===== config.mk =====
export PLATFORM = sky130hd
export DESIGN_NAME = cfg_mode_control
export DESIGN_NICKNAME = d
export VERILOG_FILES = /design/src/rtl/cfg_loader_pkg.sv /design/src/rtl/cfg_shift_capture.sv /design/src/rtl/cfg_mode_control.sv
export SDC_FILE = /design/constraint.sdc
export NUM_CORES = 1
export LEC_CHECK = 0
export BUFFER_PORTS_ARGS = -buffer_cell sky130_fd_sc_hd__buf_2
export CAP_MARGIN = 5
export CORE_MARGIN = 2
export CORE_UTILIZATION = 50
export CTS_CLUSTER_SIZE = 30
export DETAILED_ROUTE_END_ITERATION = 8
export GPL_ROUTABILITY_DRIVEN = 1
export PLACE_DENSITY = 0.77
export SLEW_MARGIN = 5
export SYNTH_ARGS = -nofsm -noshare
export SYNTH_HDL_FRONTEND = slang
export SYNTH_SLANG_ARGS = --single-unit

===== constraint.sdc =====
create_clock -name clk_in -period 2.9 [get_ports clk_in]
set_input_delay 0.58 -clock clk_in [delete_from_list [all_inputs] [get_ports clk_in]]
set_output_delay 0.58 -clock clk_in [all_outputs]
set_load 0.01 [all_outputs]

===== src/rtl/cfg_loader_pkg.sv =====
// Constants and types shared by the configuration mode controller.
// Assumes a single 25 MHz clock domain.
package cfg_loader_pkg;

  localparam int unsigned CLK_PERIOD_NS = 40;
  // Longest reconfiguration time, in milliseconds.
  localparam int unsigned RECONFIG_MAX_MS = 100;
  // Longest time rounds down to whole cycles.
  localparam int unsigned RECONFIG_MAX_CYC = (RECONFIG_MAX_MS * 1000000) / CLK_PERIOD_NS;
  localparam int unsigned IO_PINS = 8;
  localparam int unsigned LEN_W = 16;
  localparam logic [LEN_W-1:0] CFG_LEN_DEFAULT = 16'h0040;
  localparam int unsigned TMR_W = 22;
  localparam logic [1:0] INIT_RESET_CYC = 2'h2;

  typedef enum logic [1:0] {
    SCHEME_MEMORY,
    SCHEME_PASSIVE_SERIAL_LOAD,
    SCHEME_PASSIVE_SERIAL_UNCLOCKED_LOAD,
    SCHEME_RESERVED
  } scheme_t;

  typedef enum logic [2:0] {
    ST_POWERUP,
    ST_LOAD,
    ST_INIT_RESET,
    ST_INIT_IO,
    ST_USER
  } mode_state_t;

endpackage : cfg_loader_pkg


===== src/rtl/cfg_shift_capture.sv =====
// Serial capture of the configuration stream into volatile storage.
// Assumes bit strobes and data are synchronous to clk_in.
`timescale 1ns/1ps
`default_nettype none
module cfg_shift_capture
  import cfg_loader_pkg::*;
(
  // Clock and reset.
  input wire logic clk_in,
  input wire logic arst_n_in,
  // Control.
  input wire logic clear_in,
  input wire logic accept_in,
  // Stream.
  input wire logic bit_valid_in,
  input wire logic bit_in,
  // Status.
  output logic [LEN_W-1:0] count_out,
  output logic [7:0] last_byte_out
);

  typedef struct packed {
    logic [LEN_W-1:0] cnt;
    logic [7:0] shreg;
  } cap_state_t;

  cap_state_t state_ff;
  cap_state_t nxt_state;

  always_comb begin
    nxt_state = state_ff;
    if (clear_in) begin
      nxt_state = '0;
    end else if (accept_in && bit_valid_in) begin
      nxt_state.shreg = {state_ff.shreg[6:0], bit_in};
      nxt_state.cnt = state_ff.cnt + 16'h0001;
    end
  end

  always_ff @(posedge clk_in or negedge arst_n_in) begin
    if (!arst_n_in) begin
      state_ff <= '0;
    end else begin
      state_ff <= nxt_state;
    end
  end

  assign count_out = state_ff.cnt;
  assign last_byte_out = state_ff.shreg;

endmodule // cfg_shift_capture
`default_nettype wire


===== src/rtl/cfg_mode_control.sv =====
// Command/user mode controller for a volatile-configuration logic device.
// Assumes one 25 MHz clock; all pin inputs are synchronous to it.
//
// Overview of operation
// - Volatile configuration; full load after every power-up.
// - After load: reset registers, enable I/O, run.
// - User I/O high impedance until one cycle before configuration done.
// - Two top modes: command and user.
// - Reconfigure pin forces command mode, reload, resume.
// - Reconfiguration running past 100 ms raises the late flag.
// - Exactly three configuration schemes accepted.
// - Managed loads start automatically at power-up.
`timescale 1ns/1ps
`default_nettype none
module cfg_mode_control
  import cfg_loader_pkg::*;
(
  // Clock and reset.
  input wire logic clk_in,
  input wire logic arst_n_in,
  // Configuration pins.
  input wire logic chain_enable_in_n,
  input wire logic reconfig_n_in,
  input wire logic [1:0] scheme_in,
  input wire logic [LEN_W-1:0] cfg_len_in,
  input wire logic cfg_bit_valid_in,
  input wire logic cfg_bit_in,
  // Configuration status.
  output logic chain_enable_out_n,
  output logic user_mode_out,
  output logic cfg_done_out,
  output logic cfg_error_out,
  output logic reconfig_late_out,
  // User logic side.
  output logic user_reg_reset_out,
  output logic [IO_PINS-1:0] io_oe_n_out
);

  typedef struct packed {
    mode_state_t st;
    logic chain_n;
    logic user;
    logic done;
    logic err;
    logic late;
    logic reg_rst;
    logic [IO_PINS-1:0] oe_n;
    logic [1:0] init_cnt;
    logic [TMR_W-1:0] tmr;
    logic tmr_run;
    logic [LEN_W-1:0] len;
  } ctl_state_t;

  ctl_state_t state_ff;
  ctl_state_t nxt_state;
  logic [LEN_W-1:0] bit_count;
  logic cap_clear;
  logic cap_accept;

  // True for the three supported configuration schemes only.
  function automatic logic scheme_ok(input logic [1:0] s);
    return (s != SCHEME_RESERVED);
  endfunction

  ////////////////////////////////////////////////////////////////////////////

  // Clear the store on entry into loading so a reload starts from nothing.
  assign cap_clear = (state_ff.st == ST_POWERUP);
  // Data counts only while loading and selected by the chain input.
  assign cap_accept = (state_ff.st == ST_LOAD) && !chain_enable_in_n;

  cfg_shift_capture u_capture (
    .clk_in(clk_in),
    .arst_n_in(arst_n_in),
    .clear_in(cap_clear),
    .accept_in(cap_accept),
    .bit_valid_in(cfg_bit_valid_in),
    .bit_in(cfg_bit_in),
    .count_out(bit_count),
    .last_byte_out()
  );

  ////////////////////////////////////////////////////////////////////////////

  always_comb begin
    nxt_state = state_ff;
    if (state_ff.tmr_run) begin
      nxt_state.tmr = state_ff.tmr + 22'h000001;
      if (state_ff.tmr == TMR_W'(RECONFIG_MAX_CYC)) begin
        nxt_state.late = 1'b1;
      end
    end
    if (!reconfig_n_in && state_ff.st != ST_POWERUP) begin
      // Forcing back to command mode drops user state at once.
      nxt_state.st = ST_POWERUP;
      nxt_state.user = 1'b0;
      nxt_state.done = 1'b0;
      nxt_state.chain_n = 1'b1;
      nxt_state.oe_n = '1;
      nxt_state.reg_rst = 1'b1;
      nxt_state.tmr = '0;
      nxt_state.tmr_run = 1'b1;
      // A timeout landing in the same cycle as a new pull is still reported.
      nxt_state.late = state_ff.tmr_run && (state_ff.tmr == TMR_W'(RECONFIG_MAX_CYC));
    end else begin
      case (state_ff.st)
        ST_POWERUP: begin
          // Loading begins without any request, once the pin is released.
          if (reconfig_n_in) begin
            nxt_state.st = ST_LOAD;
            nxt_state.len = cfg_len_in;
            nxt_state.err = !scheme_ok(scheme_in);
          end
        end
        ST_LOAD: begin
          // An unsupported scheme never loads, so the device stays in command mode.
          if (!state_ff.err && bit_count >= state_ff.len && state_ff.len != '0) begin
            nxt_state.st = ST_INIT_RESET;
            nxt_state.chain_n = 1'b0;
            nxt_state.reg_rst = 1'b1;
            nxt_state.init_cnt = INIT_RESET_CYC;
          end
        end
        ST_INIT_RESET: begin
          nxt_state.init_cnt = state_ff.init_cnt - 2'h1;
          if (state_ff.init_cnt == 2'h1) begin
            nxt_state.st = ST_INIT_IO;
            nxt_state.reg_rst = 1'b0;
            nxt_state.oe_n = '0;
          end
        end
        ST_INIT_IO: begin
          nxt_state.st = ST_USER;
          nxt_state.user = 1'b1;
          nxt_state.done = 1'b1;
          nxt_state.tmr_run = 1'b0;
        end
        ST_USER: begin
          nxt_state.user = 1'b1;
        end
        default: begin
          nxt_state.st = ST_POWERUP;
        end
      endcase
    end
  end

  always_ff @(posedge clk_in or negedge arst_n_in) begin
    if (!arst_n_in) begin
      state_ff.st <= ST_POWERUP;
      state_ff.chain_n <= 1'b1;
      state_ff.user <= 1'b0;
      state_ff.done <= 1'b0;
      state_ff.err <= 1'b0;
      state_ff.late <= 1'b0;
      state_ff.reg_rst <= 1'b1;
      state_ff.oe_n <= '1;
      state_ff.init_cnt <= '0;
      state_ff.tmr <= '0;
      state_ff.tmr_run <= 1'b0;
      state_ff.len <= CFG_LEN_DEFAULT;
    end else begin
      state_ff <= nxt_state;
    end
  end

  assign chain_enable_out_n = state_ff.chain_n;
  assign user_mode_out = state_ff.user;
  assign cfg_done_out = state_ff.done;
  assign cfg_error_out = state_ff.err;
  assign reconfig_late_out = state_ff.late;
  assign user_reg_reset_out = state_ff.reg_rst;
  assign io_oe_n_out = state_ff.oe_n;

  ////////////////////////////////////////////////////////////////////////////
  // Checks.

  property p_hiz_cmd;
    @(posedge clk_in) disable iff (!arst_n_in)
    !user_mode_out && state_ff.st != ST_INIT_IO |-> io_oe_n_out == '1;
  endproperty
  io_hiz_cmd_a: assert property (p_hiz_cmd) else $error("I/O driven in command mode.");

  user_io_on_a: assert property (@(posedge clk_in) disable iff (!arst_n_in)
    user_mode_out |-> io_oe_n_out == '0 && !user_reg_reset_out) else $error("User mode without I/O.");

  // A reconfiguration pull may cut the initialisation short, so the pin disables this check.
  init_order_a: assert property (@(posedge clk_in) disable iff (!arst_n_in || !reconfig_n_in)
    $fell(chain_enable_out_n) |-> user_reg_reset_out [*2] ##1
    (!user_reg_reset_out && io_oe_n_out == '0) ##1 user_mode_out) else $error("Init order wrong.");

  force_cmd_a: assert property (@(posedge clk_in) disable iff (!arst_n_in)
    !reconfig_n_in |=> !user_mode_out && io_oe_n_out == '1) else $error("Reconfig not forced.");

  chain_ignore_a: assert property (@(posedge clk_in) disable iff (!arst_n_in)
    chain_enable_in_n |=> $stable(bit_count) || bit_count == '0) else $error("Data taken while deselected.");

  chain_out_a: assert property (@(posedge clk_in) disable iff (!arst_n_in)
    $fell(chain_enable_out_n) |-> $past(state_ff.st) == ST_LOAD && bit_count >= state_ff.len)
    else $error("Chain released early.");

  bad_scheme_a: assert property (@(posedge clk_in) disable iff (!arst_n_in)
    cfg_error_out |-> !user_mode_out && chain_enable_out_n) else $error("Bad scheme loaded.");

  auto_start_a: assert property (@(posedge clk_in) disable iff (!arst_n_in)
    state_ff.st == ST_POWERUP && reconfig_n_in |=> state_ff.st == ST_LOAD) else $error("No automatic start.");

  late_flag_a: assert property (@(posedge clk_in) disable iff (!arst_n_in)
    $rose(reconfig_late_out) |-> $past(state_ff.tmr_run) && $past(state_ff.tmr) == TMR_W'(RECONFIG_MAX_CYC))
    else $error("Late flag off.");

  load_done_a: assert property (@(posedge clk_in) disable iff (!arst_n_in)
    state_ff.st == ST_LOAD && !cfg_error_out && state_ff.len != '0 && bit_count >= state_ff.len && reconfig_n_in
    |=> state_ff.st == ST_INIT_RESET && !chain_enable_out_n) else $error("Load did not complete.");

  reach_user_c: cover property (@(posedge clk_in) disable iff (!arst_n_in) $rose(user_mode_out));
  reconfig_c: cover property (@(posedge clk_in) disable iff (!arst_n_in) user_mode_out ##1 !user_mode_out);
  chain_wait_c: cover property (@(posedge clk_in) disable iff (!arst_n_in)
    state_ff.st == ST_LOAD && chain_enable_in_n && cfg_bit_valid_in);
  bad_scheme_c: cover property (@(posedge clk_in) disable iff (!arst_n_in) $rose(cfg_error_out));

endmodule // cfg_mode_control
`default_nettype wire


==> summary.txt, run 1 <==
Route
  • DR iter-0 viols: 111
  • Avg WL per Cell: 13.9 um
  • DR pass1 iterations: 4
  • Vias per cell: 5.39
  • Routed via count: 2,834
  • Post-route DRC: 0
  • Total routed wirelength: 7340 um
  • Post-DRT Antenna Nets: 0

Place
  • Placer Congestion: 0.809
  • DP Area: 3870 um2
  • IO Port Bufs: 36
  • DP HPWL: 5280 um

Global routing
  • Vias in the first global route: 2,678
  • Initial antenna violation count: 0
  • First-pass GRT wire length: 12,300 um
  • Gr ovfl total: 0
  • GRT Util Overall: 20.0%
  • Pin count of the biggest net entering global routing: 34

Synth
  • Post-synth ARST share: 100%
  • Top cells by area, synth: dfrtp_1 43%, ha_1 6.9%, nand2_1 4.7%
  • Syn_area_per_cell: 9.34 um2
  • Cells after synthesis: 390
  • EDFF count, synth: 0
  • Top-count cell post-synth: dfrtp_1
  • Synthesized area: 3640 um2
  • Synth cell count leaders: 63 x dfrtp_1, 46 x nand2_1, 39 x nor2_1, 28 x inv_1, 28 x o21ai_0
  • #FFs+latches synth: 67
  • Netlist cell types: 53
  • Synth Flop Type: dfrtp_1
  • Largest area contributor in the netlist: dfrtp_1
  • Share of the synthesized area in the top cell type: 43.3%
  • Synthesis warning total: 0
  • Syn_nets: 434
  • Sequential area share after synthesis: 46.2%

Hold path
  • Hold Crit Class: in -> async

Setup path
  • Crit end category: flop
  • Crit-path cells: or3b_4 -> or4_4 -> nor4_4 -> xnor2_1 -> nor2_1
  • Reg2reg setup slack: 0.59 ns
  • Peak fanout along the critical path: 15
  • Arrival time at the worst endpoint: 2.53 ns
  • R2R depth: 5
  • CP peak stage delay: 0.60 ns
  • Crit path buf inv count: 0
  • Crit path kind: reg -> reg
  • CP max-delay cell: or4_4
  • Startpoint types: flop
  • Worst path required time: 3.12 ns
  • Largest delay contributor family on the critical path: simple AND/OR/NAND/NOR gates
  • Crit. path cell count: 5

CTS
  • CTS clk-pin slew, worst paths: 0.08 ns
  • CTS tree: yes
  • Cts bufs inserted: 9
  • Worst-skew pair later-pin latency: 0.35 ns
  • Clock Sinks: 67
  • Max Buffers Root-to-Sink: 2
  • CTS Hold Bufs: 0
  • Setup bufs post-CTS: 0
  • Number of gates resized after cts: 0
  • CTS H-tree depth: 3
  • Clock Root Buffer: clkbuf_8

STA
  • Slew Limit Fails: 0
  • Setup Viol. Count Final: 0
  • Slew @ Worst Pin: 0.545 ns
  • Slew HR: 63.3%
  • Final hold vios: 0
  • Final TNS setup: 0 ns
  • F_max: 433 MHz
  • Fin crit period: 2.31 ns
  • Clock Skews: 0.0161 ns
  • Tcrit/Tclk final: 79.7%
  • RSZ-0062 raised after global routing: no

Layout
  • Share of layout cells above drive strength 1: 16.4%
  • Multi-input gate area: 1730 um2
  • Nets@finish: 466
  • Fillers: 628
  • Sequential cell area: 1680 um2
  • Fin area: 4060 um2
  • Ant diodes: 0
  • Synth-to-Final Area Change: 11.4%

Die
  • Die W: 89.4 um
  • Core Box Area: 7140 um2
  • Rows: 31
  • DIE AREA: 7990 um2
  • Initial core utilization: 51.1%
  • Total I/O pin count: 38
  • Die Ht: 89.4 um

Power and ir drop
  • Power Dens Cells: 522 nW/um2
  • Peak VDD IR: 0.245 mV
  • Leak: 1.86 nW

Run
  • Maxcap violations: 0

Outcome
  • Status: finished, final reports clean
-- state kept, by name, summed over array words and instances (netlist names) --
register and cells:
state_ff 44, u_capture.count_out 16, cfg_done_out 1, cfg_error_out 1, chain_enable_out_n 1, io_oe_n_out 1, reconfig_late_out 1, user_mode_out 1
user_reg_reset_out 1
-- cell type report --
class / count / area share [%]
clock buffers: 12 / 3.33
multi-input cells: 273 / 42.6
repair buffers: 43 / 5.73
well taps: 99 / 3.05
inverters: 28 / 2.59
clock inverters: 4 / 1.29
flip-flops and latches: 67 / 41.4
-- layout by cell type, fill, tap and decap left out, types with 5 or more instances in the layout --
cell	n
nor3_1	5
o211ai_1	5
o21ai_0	28
clkbuf_8	9
nand2_1	46
nand2b_1	5
ha_1	20
buf_2	36
nand4_1	7
xor2_1	12
dfrtp_1	63
buf_4	7
nor2_1	39
or3_1	5
or4_1	5
nor4_1	9
xnor2_1	15
nand3_1	17
inv_1	28
a21oi_1	14
-- power by group --
group | switching, mW | leakage [nW] | internal [mW]
clock network | 0.356 | 0.0945 | 0.400
logic | 0.169 | 0.885 | 0.120
registers | 0.0668 | 0.882 | 1.01
-- worst paths after layout --
kind	start	end
max reg2reg	state_ff[56]	u_capture.count_out[14]
min	arst_n_in	state_ff[12]
min in group clk_in	cfg_len_in[4]	state_ff[4]
min reg2reg	reconfig_late_out	reconfig_late_out
max in group asynchronous	arst_n_in	io_oe_n_out[6]
max	state_ff[56]	u_capture.count_out[14]
-- metrics by stage --
step | instances | setup slack (ns) | util (%) | power, mW | hold slack (ns)
floorplan | 390 | 0.866 | - | 1.28 | 0.284
finish | 526 | 0.590 | 56.9 | 2.12 | 0.215
global route | 526 | 0.505 | 56.9 | 2.23 | 0.273
CTS | 526 | 0.609 | 56.9 | 2.14 | 0.242
global placement | 510 | 0.742 | 54.2 | 1.36 | 0.493
detailed placement | 510 | 0.684 | 54.2 | 1.38 | 0.491
-- layer usage --
layer / global-route usage [%] / wire length (um) / up-vias
met2: 30.5 / 3330 / 58
li1: - / - / 1417
met1: 27.6 / 3580 / 1343
met4: 8.01 / 162 / 0
met3: 4.52 / 272 / 16
met5: 0 / 0 / -
-- logic make-up (layout without fill, tap and decap cells) --
family / after synthesis / in the layout / share of synthesized area, %
simple gates: 157 / 157 / 22.2
compound gates: 67 / 67 / 11.3
flops: 67 / 67 / 46.2
buf+inv: 50 / 87 / 6.42
xor+xnor: 27 / 27 / 6.49
fa+ha+maj: 20 / 20 / 6.87
mux: 2 / 2 / 0.584
Power figures use the tool's default switching activity.
==> inputs of run 2 (changes only) <==
--- a/config.mk
+++ b/config.mk
@@ -12,7 +12,7 @@
 export CTS_CLUSTER_SIZE = 30
 export DETAILED_ROUTE_END_ITERATION = 8
 export GPL_ROUTABILITY_DRIVEN = 1
-export PLACE_DENSITY = 0.77
+export PLACE_DENSITY = 0.8
 export SLEW_MARGIN = 5
 export SYNTH_ARGS = -nofsm -noshare
 export SYNTH_HDL_FRONTEND = slang
==> constraint.sdc (replaced) <==
create_clock -name clk_in -period 1.9 [get_ports clk_in]
set_input_delay 0.38 -clock clk_in [delete_from_list [all_inputs] [get_ports clk_in]]
set_output_delay 0.38 -clock clk_in [all_outputs]
set_load 0.01 [all_outputs]
==> summary.txt, run 2 (synthesis gave the netlist of run 1 again) <==
Outcome
  • Status: complete, but fails checks
  • Failing checks: setup timing

Setup path
  • Worst path required time: 2.18 ns (-0.94 ns)
  • R2R depth: 4 (-1)
  • FF-to-FF Start: state_ff[56]
  • Peak fanout along the critical path: 5 (-10)
  • Startpoint types: flop
  • Crit path kind: reg -> reg
  • Crit end category: flop
  • CP startpoint: state_ff[56]
  • Reg-to-Reg End: u_capture.count_out[10]
  • Reg2reg setup slack: -0.08 ns (-0.67 ns)
  • Setup crit end: u_capture.count_out[10]
  • Arrival time at the worst endpoint: 2.26 ns (-0.27 ns)

Route
  • Post-DRT Antenna Nets: 0 (unchanged)
  • Post-route DRC: 0 (unchanged)
  • Routed via count: 3,020 (+6.6%)
  • DR pass1 iterations: 4 (unchanged)
  • DR iter-0 viols: 165 (+49%)
  • Avg WL per Cell: 15.1 um (+8.3%)
  • Vias per cell: 5.43 (+0.81%)
  • Total routed wirelength: 8400 um (+15%)

Global routing
  • Gr ovfl total: 0 (unchanged)
  • Initial antenna violation count: 0 (unchanged)
  • Pin count of the biggest net entering global routing: 68 (+100%)
  • GRT Util Overall: 21.7% (+1.7 points)
  • First-pass GRT wire length: 13,400 um (+8.2%)
  • Vias in the first global route: 2,889 (+7.9%)

Hold path
  • Hold Crit Class: in -> async

STA
  • Setup WS post-layout: -0.0780 ns (-0.668 ns)
  • Final hold vios: 0 (unchanged)
  • Setup Viol. Count Final: 5 (+5)
  • F_max: 506 MHz (+17%)
  • Final TNS setup: -0.271 ns (-0.271 ns)
  • Clock Skews: 0.0100 ns (-0.00605 ns)
  • Slew HR: 68.4% (+5.0 points)
  • Slew Limit Fails: 0 (unchanged)
  • Final Hold Slack: 0.0241 ns (-0.191 ns)
  • Tcrit/Tclk final: 104% (+24 points)
  • RSZ-0062 raised after global routing: yes
  • Slew @ Worst Pin: 0.474 ns (-0.0709 ns)
  • Fin crit period: 1.98 ns (-0.332 ns)

Layout
  • Final core occ: 62.4% (+5.5 points)
  • Commonest cells after routing, fill and taps aside: 62 x dfrtp_1, 46 x nand2_1, 38 x nor2_1
  • Ant diodes: 0 (unchanged)
  • Nets@finish: 496 (+6.4%)
  • Biggest register: state_ff
  • Largest register FFs: 44 (unchanged)
  • Synth-to-Final Area Change: 22.1%
  • Share of layout cells above drive strength 1: 27.1% (+11 points)
  • Fillers: 582 (-7.3%)
  • Post-route insts no fill: 556 (+5.7%)
  • Most common cell after layout, fill and taps aside: dfrtp_1

Die
  • DIE AREA: 7990 um2 (unchanged)
  • Die W: 89.4 um (unchanged)
  • Total I/O pin count: 38 (unchanged)
  • Initial core utilization: 51.1% (unchanged)
  • Die Ht: 89.4 um (unchanged)
  • Rows: 31 (unchanged)
  • Core Box Area: 7140 um2 (unchanged)

Power and ir drop
  • Leak: 2.07 nW (+11%)
  • Peak VDD IR: 0.339 mV (+38%)
  • Power Dens Cells: 775 nW/um2 (+49%)

Run
  • Maxcap violations: 0 (unchanged)

CTS
  • CTS tree: yes
  • CTS H-tree depth: 3 (unchanged)
  • Cts bufs inserted: 9 (unchanged)
  • Worst-skew pair later-pin latency: 0.35 ns (about the same)
  • Clock Sinks: 67 (unchanged)
  • Max Buffers Root-to-Sink: 2 (unchanged)
  • Clock Root Buffer: clkbuf_8
  • CTS clk-pin slew, worst paths: 0.08 ns (about the same)

Place
  • DP HPWL: 5650 um (+7.0%)
  • Pre-CTS setup slack: -0.123 ns (-0.807 ns)
  • Placed insts: 532 (+4.3%)
  • IO Port Bufs: 36 (unchanged)
  • Placer Congestion: 0.818 (+1.0%)
## run 2: changes by cell type in the layout (fill, tap and decap cells not counted), sizes merged
cell	delta
inv	+1
clkinv	-1
or4	+1
clkinvlp	+1
buf	+29
clkbuf	-1
## run 2: per-stage QoR
stage	power, mW	area (um2)
6_report	3.45	4450
5_1_grt	3.62	4450
4_1_cts	3.38	4300
3_5_place_dp	2.15	4060
3_3_place_gp	2.11	4060
2_1_floorplan	1.95	3650
## run 2: routing by layer
metal  wire length [um]  share of wire (%)  track usage (%)
met1               3810                 45             28.6
met2               4080                 49             34.9
met5                  0                  0                0
met3                312                3.7             4.99
met4                199                2.4             8.41
## run 2: worst min path at each step
| stage | to | slack, ns | cells after the start |
|---|---|---|---|
| after floorplan | cfg_done_out | 0.08 | 0 |
| after global placement | state_ff[12] | 0.43 | 2 |
| after detailed placement | state_ff[12] | 0.43 | 2 |
| after CTS | state_ff[12] | 0.06 | 2 |
| after global routing | state_ff[8] | 0.06 | 2 |
| final | state_ff[12] | 0.02 | 2 |
## run 2: critical path, cell delays in order (launching register included)
cell and delay (ns):
dfrtp_1 0.39, or3b_4 0.42, or4_4 0.59, or3_1 0.39
a21oi_2 0.12
## run 2: area by class of cell
| class | instances | area, um2 | area share, % |
|---|---|---|---|
| Timing Repair Buffer | 72 | 463 | 10.4 |
| Tap cell | 99 | 124 | 2.78 |
| Inverter | 28 | 105 | 2.36 |
| Clock buffer | 11 | 151 | 3.40 |
| Sequential cell | 67 | 1680 | 37.8 |
| Multi-Input combinational cell | 274 | 1860 | 41.9 |
| Clock inverter | 5 | 60.1 | 1.35 |
## run 2: power by group
| part | switching (mW) | leakage, nW | internal [mW] |
|---|---|---|---|
| Sequential | 0.0994 | 0.881 | 1.54 |
| Clock | 0.566 | 0.106 | 0.682 |
| Combinational | 0.310 | 1.08 | 0.253 |
| Total | 0.976 | 2.07 | 2.47 |
## run 2: what timing repair did
item                       in CTS  in global routing
cloned                          1                  0
gates resized for setup         2                 22
hold buffers                    0                  0
pin swaps                      10                 17
setup buffers                   1                  6
setup endpoints to repair      11                 21
==> inputs of run 3 (changes only) <==
--- a/config.mk
+++ b/config.mk
@@ -7,12 +7,13 @@
 export LEC_CHECK = 0
 export BUFFER_PORTS_ARGS = -buffer_cell sky130_fd_sc_hd__buf_2
 export CAP_MARGIN = 5
+export CORE_ASPECT_RATIO = 2
 export CORE_MARGIN = 2
 export CORE_UTILIZATION = 50
 export CTS_CLUSTER_SIZE = 30
 export DETAILED_ROUTE_END_ITERATION = 8
 export GPL_ROUTABILITY_DRIVEN = 1
-export PLACE_DENSITY = 0.8
+export PLACE_DENSITY = 0.77
 export SLEW_MARGIN = 5
 export SYNTH_ARGS = -nofsm -noshare
 export SYNTH_HDL_FRONTEND = slang
==> constraint.sdc (replaced) <==
create_clock -name clk_in -period 2.3 [get_ports clk_in]
set_input_delay 0.46 -clock clk_in [delete_from_list [all_inputs] [get_ports clk_in]]
set_output_delay 0.46 -clock clk_in [all_outputs]
set_load 0.01 [all_outputs]
==> summary.txt, run 3 (synthesis gave the netlist of run 1 again) <==
Outcome
  • Status: finished, final reports clean

Run
  • Maxcap violations: 0 (unchanged)

Setup path
  • Worst path required time: 2.50 ns (+0.32 ns)
  • FF-to-FF Start: u_capture.count_out[0]
  • Reg-to-Reg End: state_ff[40]
  • Crit path kind: reg -> reg
  • Largest delay contributor family on the critical path: compound AO/OA/AOI/OAI gates
  • R2R depth: 7 (+3)
  • Arrival time at the worst endpoint: 2.30 ns (+0.04 ns)
  • Crit path buf inv count: 1 (+1)
  • Startpoint types: flop
  • Crit-path cells: inv_1 -> ha_1 -> nand2b_1 -> a2111o_1 -> a31o_2 -> a22oi_1 -> a31oi_1
  • CP peak stage delay: 0.40 ns (-0.19 ns)
  • CP max-delay cell: a2111o_1
  • Reg2reg setup slack: 0.20 ns (+0.27 ns)
  • Peak fanout along the critical path: 3 (-2)
  • Crit end category: flop

Place
  • Placer Congestion: 0.797 (-2.5%)
  • DP HPWL: 5090 um (-9.8%)
  • IO Port Bufs: 36 (unchanged)
  • Pre-CTS setup slack: 0.175 ns (+0.298 ns)

STA
  • Setup Viol. Count Final: 0 (-5)
  • Final Hold Slack: 0.145 ns (+0.121 ns)
  • Setup WS post-layout: 0.196 ns (+0.274 ns)
  • F_max: 475 MHz (-6.0%)
  • Slew Limit Fails: 0 (unchanged)
  • Clock Skews: 0.00803 ns (-0.00201 ns)
  • Slew HR: 36.1% (-32 points)
  • Tcrit/Tclk final: 91.5% (-13 points)
  • Final TNS setup: 0 ns (+0.271 ns)
  • RSZ-0062 raised after global routing: no
  • Fin crit period: 2.10 ns (+0.126 ns)
  • Slew @ Worst Pin: 0.956 ns (+0.481 ns)
  • Final hold vios: 0 (unchanged)

Layout
  • Biggest register: state_ff
  • Commonest cells after routing, fill and taps aside: 63 x dfrtp_1, 46 x nand2_1, 39 x nor2_1
  • Nets@finish: 469 (-5.4%)
  • Ant diodes: 0 (unchanged)
  • Share of layout cells above drive strength 1: 17.7% (-9.5 points)
  • Synth-to-Final Area Change: 15.6%
  • Fillers: 625 (+7.4%)
  • Largest register FFs: 44 (unchanged)
  • Most common cell after layout, fill and taps aside: dfrtp_1

Route
  • Post-DRT Antenna Nets: 0 (unchanged)
  • Vias per cell: 5.50 (+1.2%)
  • Avg WL per Cell: 13.7 um (-9.3%)
  • Post-route DRC: 0 (unchanged)
  • DR pass1 iterations: 4 (unchanged)
  • Total routed wirelength: 7150 um (-15%)
  • Routed via count: 2,870 (-5.0%)
  • DR iter-0 viols: 212 (+28%)

Die
  • Initial core utilization: 50.9% (-0.14 points)
  • Core Box Area: 7160 um2 (+0.28%)
  • Die W: 64.4 um (-28%)
  • Rows: 44 (+42%)
  • DIE AREA: 8030 um2 (+0.51%)
  • Die Ht: 125 um (+40%)
  • Total I/O pin count: 38 (unchanged)

Power and ir drop
  • Final Power: 3.15 mW (-8.8%)
  • Peak VDD IR: 0.475 mV (+40%)
  • Power Dens Cells: 747 nW/um2 (-3.6%)
  • Leak: 1.94 nW (-6.2%)

Global routing
  • First-pass GRT wire length: 12,400 um (-6.8%)
  • Initial antenna violation count: 0 (unchanged)
  • GRT Util Overall: 19.7% (-2.0 points)
  • Pin count of the biggest net entering global routing: 68 (unchanged)
  • Vias in the first global route: 2,725 (-5.7%)
  • Gr ovfl total: 0 (unchanged)

CTS
  • Clock Sinks: 67 (unchanged)
  • CTS H-tree depth: 3 (unchanged)
  • Clock Root Buffer: clkbuf_16
  • Max Buffers Root-to-Sink: 2 (unchanged)
  • CTS Hold Bufs: 0 (unchanged)
  • CTS tree: yes
  • Cts bufs inserted: 9 (unchanged)
  • CTS clk-pin slew, worst paths: 0.05 ns (-0.03 ns)
  • Number of gates resized after cts: 0 (-2)
  • Setup bufs post-CTS: 0 (-1)
  • Worst-skew pair later-pin latency: 0.34 ns (about the same)

Hold path
  • Hold Crit Class: in -> async
-- run 3: metal layers --
layer	wire length (um)	part of all wire, %	global-route usage, %
met2	3370	47	30.0
met1	3380	47	27.3
met5	0	0	0
met3	246	3.4	3.52
met4	155	2.2	9.01
-- run 3: through the flow --
step | util, % | instance area (um2) | std cells
detailed placement | 54.5 | 3900 | 506
finish | 58.8 | 4210 | 522
global placement | 54.5 | 3900 | 506
CTS | 58.8 | 4210 | 522
floorplan | - | 3640 | 390
global route | 58.8 | 4210 | 522
-- run 3: report_power, final --
part	total [mW]	leakage, nW	internal (mW)	switching (mW)
logic	0.370	0.905	0.156	0.213
clock network	1.42	0.155	0.923	0.498
registers	1.36	0.882	1.27	0.0849
total	3.15	1.94	2.35	0.796
-- run 3: worst max-delay path by stage --
| stage | startpoint | depth (start not counted) | end |
|---|---|---|---|
| 6_report | u_capture.count_out[0] | 7 | state_ff[40] |
| 5_1_grt | u_capture.count_out[0] | 7 | user_reg_reset_out |
| 4_1_cts | u_capture.count_out[0] | 7 | user_reg_reset_out |
| 3_5_place_dp | u_capture.count_out[0] | 7 | state_ff[40] |
| 3_3_place_gp | u_capture.count_out[0] | 7 | state_ff[40] |
| 2_1_floorplan | state_ff[55] | 7 | u_capture.count_out[14] |
-- run 3: area by class of cell --
cell class                 count  area, um2  area share [%]
inverter                      28        105            2.50
tap                           92        115            2.73
clock inverter                 4       47.5            1.13
timing repair buffer          46        268            6.36
multi-input combinational    273       1730            41.0
clock buffer                  12        267            6.33
sequential                    67       1680            39.9
